==> config.mk <==
export PLATFORM = sky130hd
export DESIGN_NAME = input_conditioning
export DESIGN_NICKNAME = d
export VERILOG_FILES = /design/src/hdl/input_cond_pkg.sv /design/src/hdl/fast_line_if.sv /design/src/hdl/fast_line.sv /design/src/hdl/input_conditioning.sv
export VERILOG_INCLUDE_DIRS = /design/src /design/src/hdl
export SDC_FILE = /design/constraint.sdc
export NUM_CORES = 2
export LEC_CHECK = 0
export CAP_MARGIN = 15
export CORE_MARGIN = 10
export CORE_UTILIZATION = 59
export DETAILED_ROUTE_END_ITERATION = 8
export DONT_BUFFER_PORTS = 1
export GPL_ROUTABILITY_DRIVEN = 0
export PLACE_DENSITY = 0.84
export SLEW_MARGIN = 30
export SYNTH_ARGS = -nofsm -noshare
export SYNTH_HDL_FRONTEND = slang
export SYNTH_HIERARCHICAL = 1
export SYNTH_SLANG_ARGS = --single-unit
export TNS_END_PERCENT = 1
==> constraint.sdc <==
create_clock -name core_clk -period 3.63 [get_ports core_clk]
set_input_delay 0.5445 -clock core_clk [delete_from_list [all_inputs] [get_ports core_clk]]
set_output_delay 0.5445 -clock core_clk [all_outputs]
set_load 0.05 [all_outputs]
==> src/hdl/input_cond_consts.svh <==
// Constants for the input conditioning block
`ifndef INPUT_COND_CONSTS_SVH
`define INPUT_COND_CONSTS_SVH

// Clock and time base
`define CLK_KHZ           25000
`define TICK_US           100
`define TICK_CYCLES       ((`CLK_KHZ * `TICK_US) / 1000)
`define TICKS_PER_MS      (1000 / `TICK_US)
`define REFRESH_GAP_US    1300

// Word 001 filter lengths in ticks, one per time constant setting, and the word 000 extra tick
`define W1_TICKS_0        11'h002
`define W1_TICKS_1        11'h00A
`define W1_TICKS_2        11'h014
`define W1_TICKS_3        11'h028
`define W1_TICKS_4        11'h04B
`define W1_TICKS_5        11'h096
`define W1_TICKS_6        11'h12C
`define W1_TICKS_7        11'h258
`define W0_EXTRA_TICKS    11'h001

// Terminal layout
`define IN_W              12
`define OUT_W             16
`define FAST_BIT0         3
`define KNOB_MAX          8'hC8

// Register byte addresses and knob word indices
`define ADR_IN_W0         12'h000
`define ADR_IN_W1         12'h004
`define ADR_OUT_W0        12'h008
`define ADR_OUT_W1        12'h00C
`define ADR_FILT          12'h010
`define ADR_MODE          12'h014
`define ADR_SETV0         12'h020
`define ADR_SETV1         12'h024
`define ADR_SETV2         12'h028
`define ADR_SETV3         12'h02C
`define ADR_IRQ           12'h030
`define ADR_STAT          12'h034
`define IDX_KNOB0         10'h0FA
`define IDX_KNOB1         10'h0FB

// Reset values
`define FILT_SEL_RST      3'h3
`define MODE_RST          8'h00
`define SETV_RST          16'h0000

`endif

==> src/hdl/input_cond_pkg.sv <==
// Types shared by the input conditioning block
package input_cond_pkg;

   typedef enum logic [1:0] {
      FAST_OFF,
      FAST_DIRECT,
      FAST_COUNT,
      FAST_CATCH
   } fast_mode_e;

   typedef logic [15:0] word_t;

endpackage

==> src/hdl/fast_line_if.sv <==
// Signals between the core and one fast input line
`timescale 1ns/1ps
interface fast_line_if;
   import input_cond_pkg::*;

   logic       pin;
   fast_mode_e mode;
   word_t      set_value;
   logic       irq_ack;
   logic       clear_catch;
   logic       irq;
   logic       caught;

   modport core (output pin, output mode, output set_value, output irq_ack,
                 output clear_catch, input irq, input caught);
   modport line (input pin, input mode, input set_value, input irq_ack,
                 input clear_catch, output irq, output caught);
endinterface

==> src/hdl/fast_line.sv <==
// One fast input line: direct interrupt, pulse counting or pulse catch
`timescale 1ns/1ps
module fast_line (
   // Clock and reset
   input wire logic     core_clk,
   input wire logic     reset,
   // Core side
   fast_line_if.line    lnk
);
   import input_cond_pkg::*;

   logic  pin_prev_reg;
   logic  rise;
   word_t count_reg;
   logic  count_hit;
   logic  irq_reg;
   logic  caught_reg;

   assign rise = lnk.pin & ~pin_prev_reg;
   // count reaches set value (zero fires on every pulse)
   assign count_hit = (lnk.mode == FAST_COUNT) && rise
                      && ((count_reg + 16'h0001) >= lnk.set_value);

   always_ff @(posedge core_clk) begin
      if (reset) begin
         pin_prev_reg <= 1'b0;
      end else begin
         pin_prev_reg <= lnk.pin;
      end
   end

   always_ff @(posedge core_clk) begin
      if (reset || lnk.mode != FAST_COUNT) begin
         count_reg <= 16'h0000;
      end else if (count_hit) begin
         count_reg <= 16'h0000;
      end else if (rise) begin
         count_reg <= count_reg + 16'h0001;
      end
   end

   // direct edge raises interrupt at once; new event beats the ack
   always_ff @(posedge core_clk) begin
      if (reset) begin
         irq_reg <= 1'b0;
      end else if ((lnk.mode == FAST_DIRECT && rise) || count_hit) begin
         irq_reg <= 1'b1;
      end else if (lnk.irq_ack) begin
         irq_reg <= 1'b0;
      end
   end

   // latch short pulses until the program reads them
   always_ff @(posedge core_clk) begin
      if (reset) begin
         caught_reg <= 1'b0;
      end else if (lnk.mode == FAST_CATCH && rise) begin
         caught_reg <= 1'b1;
      end else if (lnk.clear_catch) begin
         caught_reg <= 1'b0;
      end
   end

   assign lnk.irq    = irq_reg;
   assign lnk.caught = caught_reg;
endmodule

==> src/hdl/input_conditioning.sv <==
// Input conditioning core: filtering, word mapping, knobs and fast lines
`timescale 1ns/1ps
`include "input_cond_consts.svh"

module input_conditioning #(
   parameter int FAST_LINES         = 4,
   parameter int REFRESH_GAP_CYCLES = (`CLK_KHZ * `REFRESH_GAP_US) / 1000
) (
   // Clock and reset
   input  wire logic                  core_clk,
   input  wire logic                  reset,
   // Wishbone slave
   input  wire logic                  wb_cyc_i,
   input  wire logic                  wb_stb_i,
   input  wire logic                  wb_we_i,
   input  wire logic [11:0]           wb_adr_i,
   input  wire logic [3:0]            wb_sel_i,
   input  wire logic [31:0]           wb_dat_i,
   output      logic [31:0]           wb_dat_o,
   output      logic                  wb_ack_o,
   // Field terminals
   input  wire logic [2*`IN_W-1:0]    in_pins,
   input  wire logic [7:0]            knob_zero_pos,
   input  wire logic [7:0]            knob_one_pos,
   output      logic [2*`OUT_W-1:0]   out_pins,
   // Scan engine
   output      logic [FAST_LINES-1:0] irq_req,
   input  wire logic [FAST_LINES-1:0] irq_ack,
   input  wire logic                  immediate_io_refresh,
   output      logic                  fatal_refresh_error
);
   import input_cond_pkg::*;

   localparam int NIN = 2 * `IN_W;

   // Synchronisers
   logic [NIN-1:0]  in_meta_reg;
   logic [NIN-1:0]  in_sync_reg;
   logic [15:0]     knob_meta_reg;
   logic [15:0]     knob_sync_reg;

   // Time base and filter
   logic [11:0]     tick_cnt_reg;
   logic            tick;
   logic [10:0]     flt_cnt_reg [NIN];
   logic [NIN-1:0]  in_filt_reg;

   // Software registers
   logic [`OUT_W-1:0] out_w0_reg;
   logic [`OUT_W-1:0] out_w1_reg;
   logic [2:0]        filt_sel_reg;
   logic [7:0]        mode_reg;
   word_t             set_val_reg [4];
   word_t             knob_zero_reg;
   word_t             knob_one_reg;

   // Bus
   logic            req;
   logic            wr;
   logic            rd;
   logic [31:0]     rd_data;
   logic [31:0]     wmask;
   logic [`IN_W-1:0] word0_view;

   // Fast lines
   logic [FAST_LINES-1:0] line_irq;
   logic [FAST_LINES-1:0] line_caught;
   logic [FAST_LINES-1:0] line_catch_mode;

   // Refresh spacing
   logic [15:0]     gap_cnt_reg;
   logic            gap_open_reg;

   // Filter length in ticks for a setting and word
   function automatic logic [10:0] limit_ticks(input logic [2:0] sel, input logic word1);
      logic [10:0] w1;
      w1 = `W1_TICKS_0;
      unique case (sel)
         3'h0: w1 = `W1_TICKS_0;
         3'h1: w1 = `W1_TICKS_1;
         3'h2: w1 = `W1_TICKS_2;
         3'h3: w1 = `W1_TICKS_3;
         3'h4: w1 = `W1_TICKS_4;
         3'h5: w1 = `W1_TICKS_5;
         3'h6: w1 = `W1_TICKS_6;
         3'h7: w1 = `W1_TICKS_7;
      endcase
      if (word1) begin
         return w1;
      end
      // First tick lands anywhere in its period; without one extra tick
      // word 000 could switch before the full constant has passed
      return 11'(`TICKS_PER_MS << sel) + `W0_EXTRA_TICKS;
   endfunction

   // Binary knob position to BCD, clamped to the top of the range
   function automatic word_t to_bcd(input logic [7:0] pos);
      logic [7:0] v;
      logic [3:0] hund;
      logic [7:0] rest;
      v    = (pos > `KNOB_MAX) ? `KNOB_MAX : pos;
      hund = 4'h0;
      rest = v;
      if (v >= 8'hC8) begin
         hund = 4'h2;
         rest = v - 8'hC8;
      end else if (v >= 8'h64) begin
         hund = 4'h1;
         rest = v - 8'h64;
      end
      return {4'h0, hund, 4'(rest / 8'h0A), 4'(rest % 8'h0A)};
   endfunction

   // Byte lane mask from select
   function automatic logic [31:0] lane_mask(input logic [3:0] sel);
      return {{8{sel[3]}}, {8{sel[2]}}, {8{sel[1]}}, {8{sel[0]}}};
   endfunction

   // two-stage synchronisers keep hardware delay far below 2 ms
   always_ff @(posedge core_clk) begin
      if (reset) begin
         in_meta_reg   <= '0;
         in_sync_reg   <= '0;
         knob_meta_reg <= 16'h0000;
         knob_sync_reg <= 16'h0000;
      end else begin
         in_meta_reg   <= in_pins;
         in_sync_reg   <= in_meta_reg;
         knob_meta_reg <= {knob_one_pos, knob_zero_pos};
         knob_sync_reg <= knob_meta_reg;
      end
   end

   // Time base tick for the filters
   assign tick = (tick_cnt_reg == 12'(`TICK_CYCLES - 1));

   always_ff @(posedge core_clk) begin
      if (reset || tick) begin
         tick_cnt_reg <= 12'h000;
      end else begin
         tick_cnt_reg <= tick_cnt_reg + 12'h001;
      end
   end

   // selectable constant; word 000 length; shorter word 001
   always_ff @(posedge core_clk) begin
      if (reset) begin
         in_filt_reg <= '0;
         for (int i = 0; i < NIN; i++) begin
            flt_cnt_reg[i] <= 11'h000;
         end
      end else begin
         for (int i = 0; i < NIN; i++) begin
            if (in_sync_reg[i] == in_filt_reg[i]) begin
               flt_cnt_reg[i] <= 11'h000;
            end else if (flt_cnt_reg[i] >= limit_ticks(filt_sel_reg, i >= `IN_W)) begin
               in_filt_reg[i] <= in_sync_reg[i];
               flt_cnt_reg[i] <= 11'h000;
            end else if (tick) begin
               flt_cnt_reg[i] <= flt_cnt_reg[i] + 11'h001;
            end
         end
      end
   end

   always_ff @(posedge core_clk) begin
      if (reset) begin
         knob_zero_reg <= 16'h0000;
         knob_one_reg  <= 16'h0000;
      end else begin
         knob_zero_reg <= to_bcd(knob_sync_reg[7:0]);
         knob_one_reg  <= to_bcd(knob_sync_reg[15:8]);
      end
   end

   // one line per fast terminal from bit 00003 upward
   genvar g;
   generate
      for (g = 0; g < FAST_LINES; g++) begin : gen_fast
         fast_line_if lnk ();
         // fast path bypasses the filter, answer in a few cycles
         assign lnk.pin         = in_sync_reg[`FAST_BIT0 + g];
         // the two-bit mode field gives each line a single role
         assign lnk.mode        = fast_mode_e'(mode_reg[2*g +: 2]);
         assign lnk.set_value   = set_val_reg[g];
         assign lnk.irq_ack     = irq_ack[g];
         assign lnk.clear_catch = rd && (wb_adr_i == `ADR_IN_W0);
         assign line_irq[g]     = lnk.irq;
         assign line_caught[g]  = lnk.caught;
         assign line_catch_mode[g] = (lnk.mode == FAST_CATCH);
         fast_line u_line (
            .core_clk (core_clk),
            .reset    (reset),
            .lnk      (lnk)
         );
      end
   endgenerate

   assign irq_req = line_irq;

   // fast bits read as plain inputs unless catching
   always_comb begin
      word0_view = in_filt_reg[`IN_W-1:0];
      for (int i = 0; i < FAST_LINES; i++) begin
         if (line_catch_mode[i]) begin
            word0_view[`FAST_BIT0 + i] = in_filt_reg[`FAST_BIT0 + i] | line_caught[i];
         end
      end
   end

   // Bus strobes: one answer per request, acknowledged in the next cycle
   assign req   = wb_cyc_i & wb_stb_i & ~wb_ack_o;
   assign wr    = req & wb_we_i;
   assign rd    = req & ~wb_we_i;
   assign wmask = lane_mask(wb_sel_i);

   always_ff @(posedge core_clk) begin
      if (reset) begin
         wb_ack_o <= 1'b0;
      end else begin
         wb_ack_o <= req;
      end
   end

   // input words then output words, each from bit 00
   always_comb begin
      rd_data = 32'h0000_0000;
      unique case (wb_adr_i)
         `ADR_IN_W0:  rd_data = 32'(word0_view);
         `ADR_IN_W1:  rd_data = 32'(in_filt_reg[NIN-1:`IN_W]);
         `ADR_OUT_W0: rd_data = 32'(out_w0_reg);
         `ADR_OUT_W1: rd_data = 32'(out_w1_reg);
         `ADR_FILT:   rd_data = 32'(filt_sel_reg);
         `ADR_MODE:   rd_data = 32'(mode_reg);
         `ADR_SETV0:  rd_data = 32'(set_val_reg[0]);
         `ADR_SETV1:  rd_data = 32'(set_val_reg[1]);
         `ADR_SETV2:  rd_data = 32'(set_val_reg[2]);
         `ADR_SETV3:  rd_data = 32'(set_val_reg[3]);
         `ADR_IRQ:    rd_data = 32'(line_irq);
         `ADR_STAT:   rd_data = 32'(fatal_refresh_error);
         {`IDX_KNOB0, 2'b00}: rd_data = 32'(knob_zero_reg);
         {`IDX_KNOB1, 2'b00}: rd_data = 32'(knob_one_reg);
         default:     rd_data = 32'h0000_0000;
      endcase
   end

   // Read data is held in a flop so it stays stable with ack
   always_ff @(posedge core_clk) begin
      if (reset) begin
         wb_dat_o <= 32'h0000_0000;
      end else if (rd) begin
         wb_dat_o <= rd_data;
      end
   end

   // output words drive the output terminals
   always_ff @(posedge core_clk) begin
      if (reset) begin
         out_w0_reg <= '0;
         out_w1_reg <= '0;
      end else if (wr && wb_adr_i == `ADR_OUT_W0) begin
         out_w0_reg <= (out_w0_reg & ~wmask[15:0]) | (wb_dat_i[15:0] & wmask[15:0]);
      end else if (wr && wb_adr_i == `ADR_OUT_W1) begin
         out_w1_reg <= (out_w1_reg & ~wmask[15:0]) | (wb_dat_i[15:0] & wmask[15:0]);
      end
   end

   assign out_pins = {out_w1_reg, out_w0_reg};

   always_ff @(posedge core_clk) begin
      if (reset) begin
         filt_sel_reg <= `FILT_SEL_RST;
      end else if (wr && wb_adr_i == `ADR_FILT && wb_sel_i[0]) begin
         filt_sel_reg <= wb_dat_i[2:0];
      end
   end

   always_ff @(posedge core_clk) begin
      if (reset) begin
         mode_reg <= `MODE_RST;
      end else if (wr && wb_adr_i == `ADR_MODE && wb_sel_i[0]) begin
         mode_reg <= wb_dat_i[7:0];
      end
   end

   always_ff @(posedge core_clk) begin
      if (reset) begin
         for (int i = 0; i < 4; i++) begin
            set_val_reg[i] <= `SETV_RST;
         end
      end else if (wr) begin
         for (int i = 0; i < 4; i++) begin
            if (wb_adr_i == `ADR_SETV0 + 12'(4 * i)) begin
               set_val_reg[i] <= (set_val_reg[i] & ~wmask[15:0])
                                 | (wb_dat_i[15:0] & wmask[15:0]);
            end
         end
      end
   end

   // refresh closer than the gap is a fatal error that stays until reset
   always_ff @(posedge core_clk) begin
      if (reset) begin
         gap_cnt_reg  <= 16'h0000;
         gap_open_reg <= 1'b1;
      end else if (immediate_io_refresh) begin
         gap_cnt_reg  <= 16'h0000;
         gap_open_reg <= 1'b0;
      end else if (!gap_open_reg) begin
         gap_cnt_reg  <= gap_cnt_reg + 16'h0001;
         gap_open_reg <= (gap_cnt_reg >= 16'(REFRESH_GAP_CYCLES - 2));
      end
   end

   always_ff @(posedge core_clk) begin
      if (reset) begin
         fatal_refresh_error <= 1'b0;
      end else if (immediate_io_refresh && !gap_open_reg) begin
         fatal_refresh_error <= 1'b1;
      end
   end

endmodule

==> flow_summary.toml <==
[sta]
fin_setup_tns_ns = 0
period_share_pct = 96.0
setup-violations-final = 0
tightest_slew_ns = 1.03
rsz0062_at_grt = "true"
skew_ns = 0.0334
fin_ws_ns = 0.146
finalCriticalPeriod_ns = 3.48
hold_viol = 0
slew_violations = 0
slew_headroom_pct = 31.0
fmax_mhz = 287

[detailed_routing]
drt-initial-drc-count = 2931
vias_per_cell = 6.12
drt-total-wl_mm = 95.1
avgRoutedWirePerCell_um = 20.1
vias = 28900
drcViolationCount = 0
ant_nets = 0
firstDrtPassIters = 6

[floorplan]
die_w_um = 271
dieHeight_um = 271
ioPinCount = 168
dieArea_um2 = 73500
start_util_pct = 59.3
rows = 92
core_area_um2 = 62700

[global_route]
grt_max_degree = 195
grt_pass1_vias = 27800
grt_usage_pct = 25.0
grt_pass1_wl_mm = 150
antenna_found_initial = 5
grt-ovfl-total = 0

[status]
outcome = "finished, final reports clean"

[cts]
htreeDepth = 3
path_clk_slew_ns = 0.06
cts-root-buf = "clkbuf_16"
cts_buffers = 69
clk_latency_ns = 0.62
tritoncts = "yes"
cts_buffer_depth = 3
clock_sinks = 628

[critical_path]
critPathArrivalTime_ns = 3.94
critical_path.max_fanout = 12
startpoint_type = "flop"
cp.required_ns = 4.08
critPathCaptureType = "flop"
crit_type = "flop to flop"

[yosys]
yosysTopAreaCellShare_pct = 26.5
synth_cells = 3811
synth_area_per_cell_um2 = 9.76
synth_area_um2 = 37200
ys_types = 95
ys_ff_latch = 628
synth.most_common_cell = "nor2_1"
ys.flop_type = "edfxtp_1"
synthTopCellsByArea = "edfxtp_1 26%, dfxtp_1 16%, ha_1 12%"
synth_edf_count = 328
synthArstFlopShare_pct = 0
yosysSeqAreaShare_pct = 42.6
synth_largest_area_cell = "edfxtp_1"
yosys_warnings = 6
yosys-top-cells-count = "450 x nor2_1, 343 x ha_1, 328 x edfxtp_1"

[flow_run]
cap_violations = 0

[power_and_ir_drop]
ir_worst_vdd_mv = 0.427
p_per_area_nw_per_um2 = 395
total_power_mw = 16.0
p_leak_nw = 15.9

[final_layout]
syn_to_final_growth_pct = 8.88
nets = 4263
seq_area_um2 = 15900
drive_gt1_share_pct = 7.56
final_area_um2 = 40500
largest_reg_flops = 264
multi_input_comb_area_um2 = 20100
fillCellCount = 4817

[place]
pre_cts_slack_ns = 0.188
hpwl_mm = 65.9
placedInstanceArea_um2 = 38100
io_buffers = 0

[hold_path]
holdCritPathClass = "primary input to flop"
[power by group]
group / total [mW] / internal [mW] / leakage (nW) / switching (mW)
Combinational: 1.04 / 0.448 / 8.46 / 0.594
Sequential: 7.94 / 7.68 / 6.27 / 0.264
Clock: 7.00 / 4.03 / 1.12 / 2.97
Total: 16.0 / 12.2 / 15.9 / 3.83
[worst paths after layout]
| check | start | endpoint | slack [ns] | depth (start not counted) |
|---|---|---|---|---|
| setup / recovery | filt_sel_reg[0]$_SDFFE_PP1P_ | flt_cnt_reg[1][6]$_SDFFCE_PN0P_ | 0.15 | 12 |
| hold / removal | reset | in_filt_reg[3]$_SDFFE_PP0P_ | 0.02 | 1 |
| setup reg to reg | filt_sel_reg[0]$_SDFFE_PP1P_ | flt_cnt_reg[1][6]$_SDFFCE_PN0P_ | 0.15 | 12 |
| hold reg to reg | knob_meta_reg[14]$_SDFF_PP0_ | knob_sync_reg[14]$_SDFF_PP0_ | 0.43 | 1 |
[routing by layer]
layer	up-vias	global-route usage, %	routed length [um]
li1	13700	-	-
met1	13700	32.0	38600
met2	1260	39.2	42400
met3	266	7.56	10100
met4	8	9.94	3920
met5	-	0	50
[final cells by class]
type,instances,area share [%]
Multi-Input combinational cell,2893,49.7
Sequential cell,628,39.1
Inverter,152,1.41
Timing Repair Buffer,78,1.55
Tap cell,846,2.61
Clock buffer,95,5.03
Clock inverter,32,0.547
Antenna cell,1,0.00618
[worst max-delay path, stage by stage (launching register included)]
cell and delay (ns):
dfxtp_1 0.31, or3_1 0.41, buf_12 0.18, ha_1 0.28, a21o_1 0.18, a21o_1 0.17
a21o_1 0.17, a21o_1 0.16, a21oi_1 0.15, o21ai_0 0.12, a311o_1 0.42, or3_1 0.58
nor2_1 0.20
[cells in the final DEF (no fill, tap or decap), drive strengths merged, types with 71 or more instances in the layout]
| cell type | instances |
|---|---|
| nor2 | 450 |
| a21o | 87 |
| clkbuf | 95 |
| nor2b | 98 |
| buf | 71 |
| nand2 | 230 |
| xnor2 | 157 |
| xor2 | 215 |
| inv | 156 |
| nor3 | 155 |
| ha | 343 |
| nand2b | 88 |
| dfxtp | 300 |
| nand4 | 72 |
| nand3 | 183 |
| a21oi | 192 |
| edfxtp | 328 |
[stage by stage]
stage | instances | util (%) | hold slack, ns
final | 4725 | 64.6 | 0.0239
after global placement | 4589 | 60.8 | 0.416
after floorplan | 3826 | - | 0.414
after detailed placement | 4589 | 60.8 | 0.420
after CTS | 4720 | 64.5 | 0.00417
after global routing | 4725 | 64.6 | 0.00326
[timing repair]
action,CTS,global route
hold endpoints to repair,2,3
hold buffers,4,3
gates resized for setup,0,6
setup endpoints to repair,0,11
buffers inserted,0,1
[logic make-up after synthesis]
group | after synthesis | synth area share, %
XOR/XNOR | 372 | 8.78
AO/OA/AOI/OAI | 629 | 11.7
adder cells (fa/ha/maj) | 343 | 11.5
buffers and inverters | 305 | 3.48
flip-flops | 628 | 42.6
other | 1 | 0.0101
AND/OR/NAND/NOR | 1461 | 19.9
multiplexers | 72 | 1.97
Power figures use the tool's default switching activity.
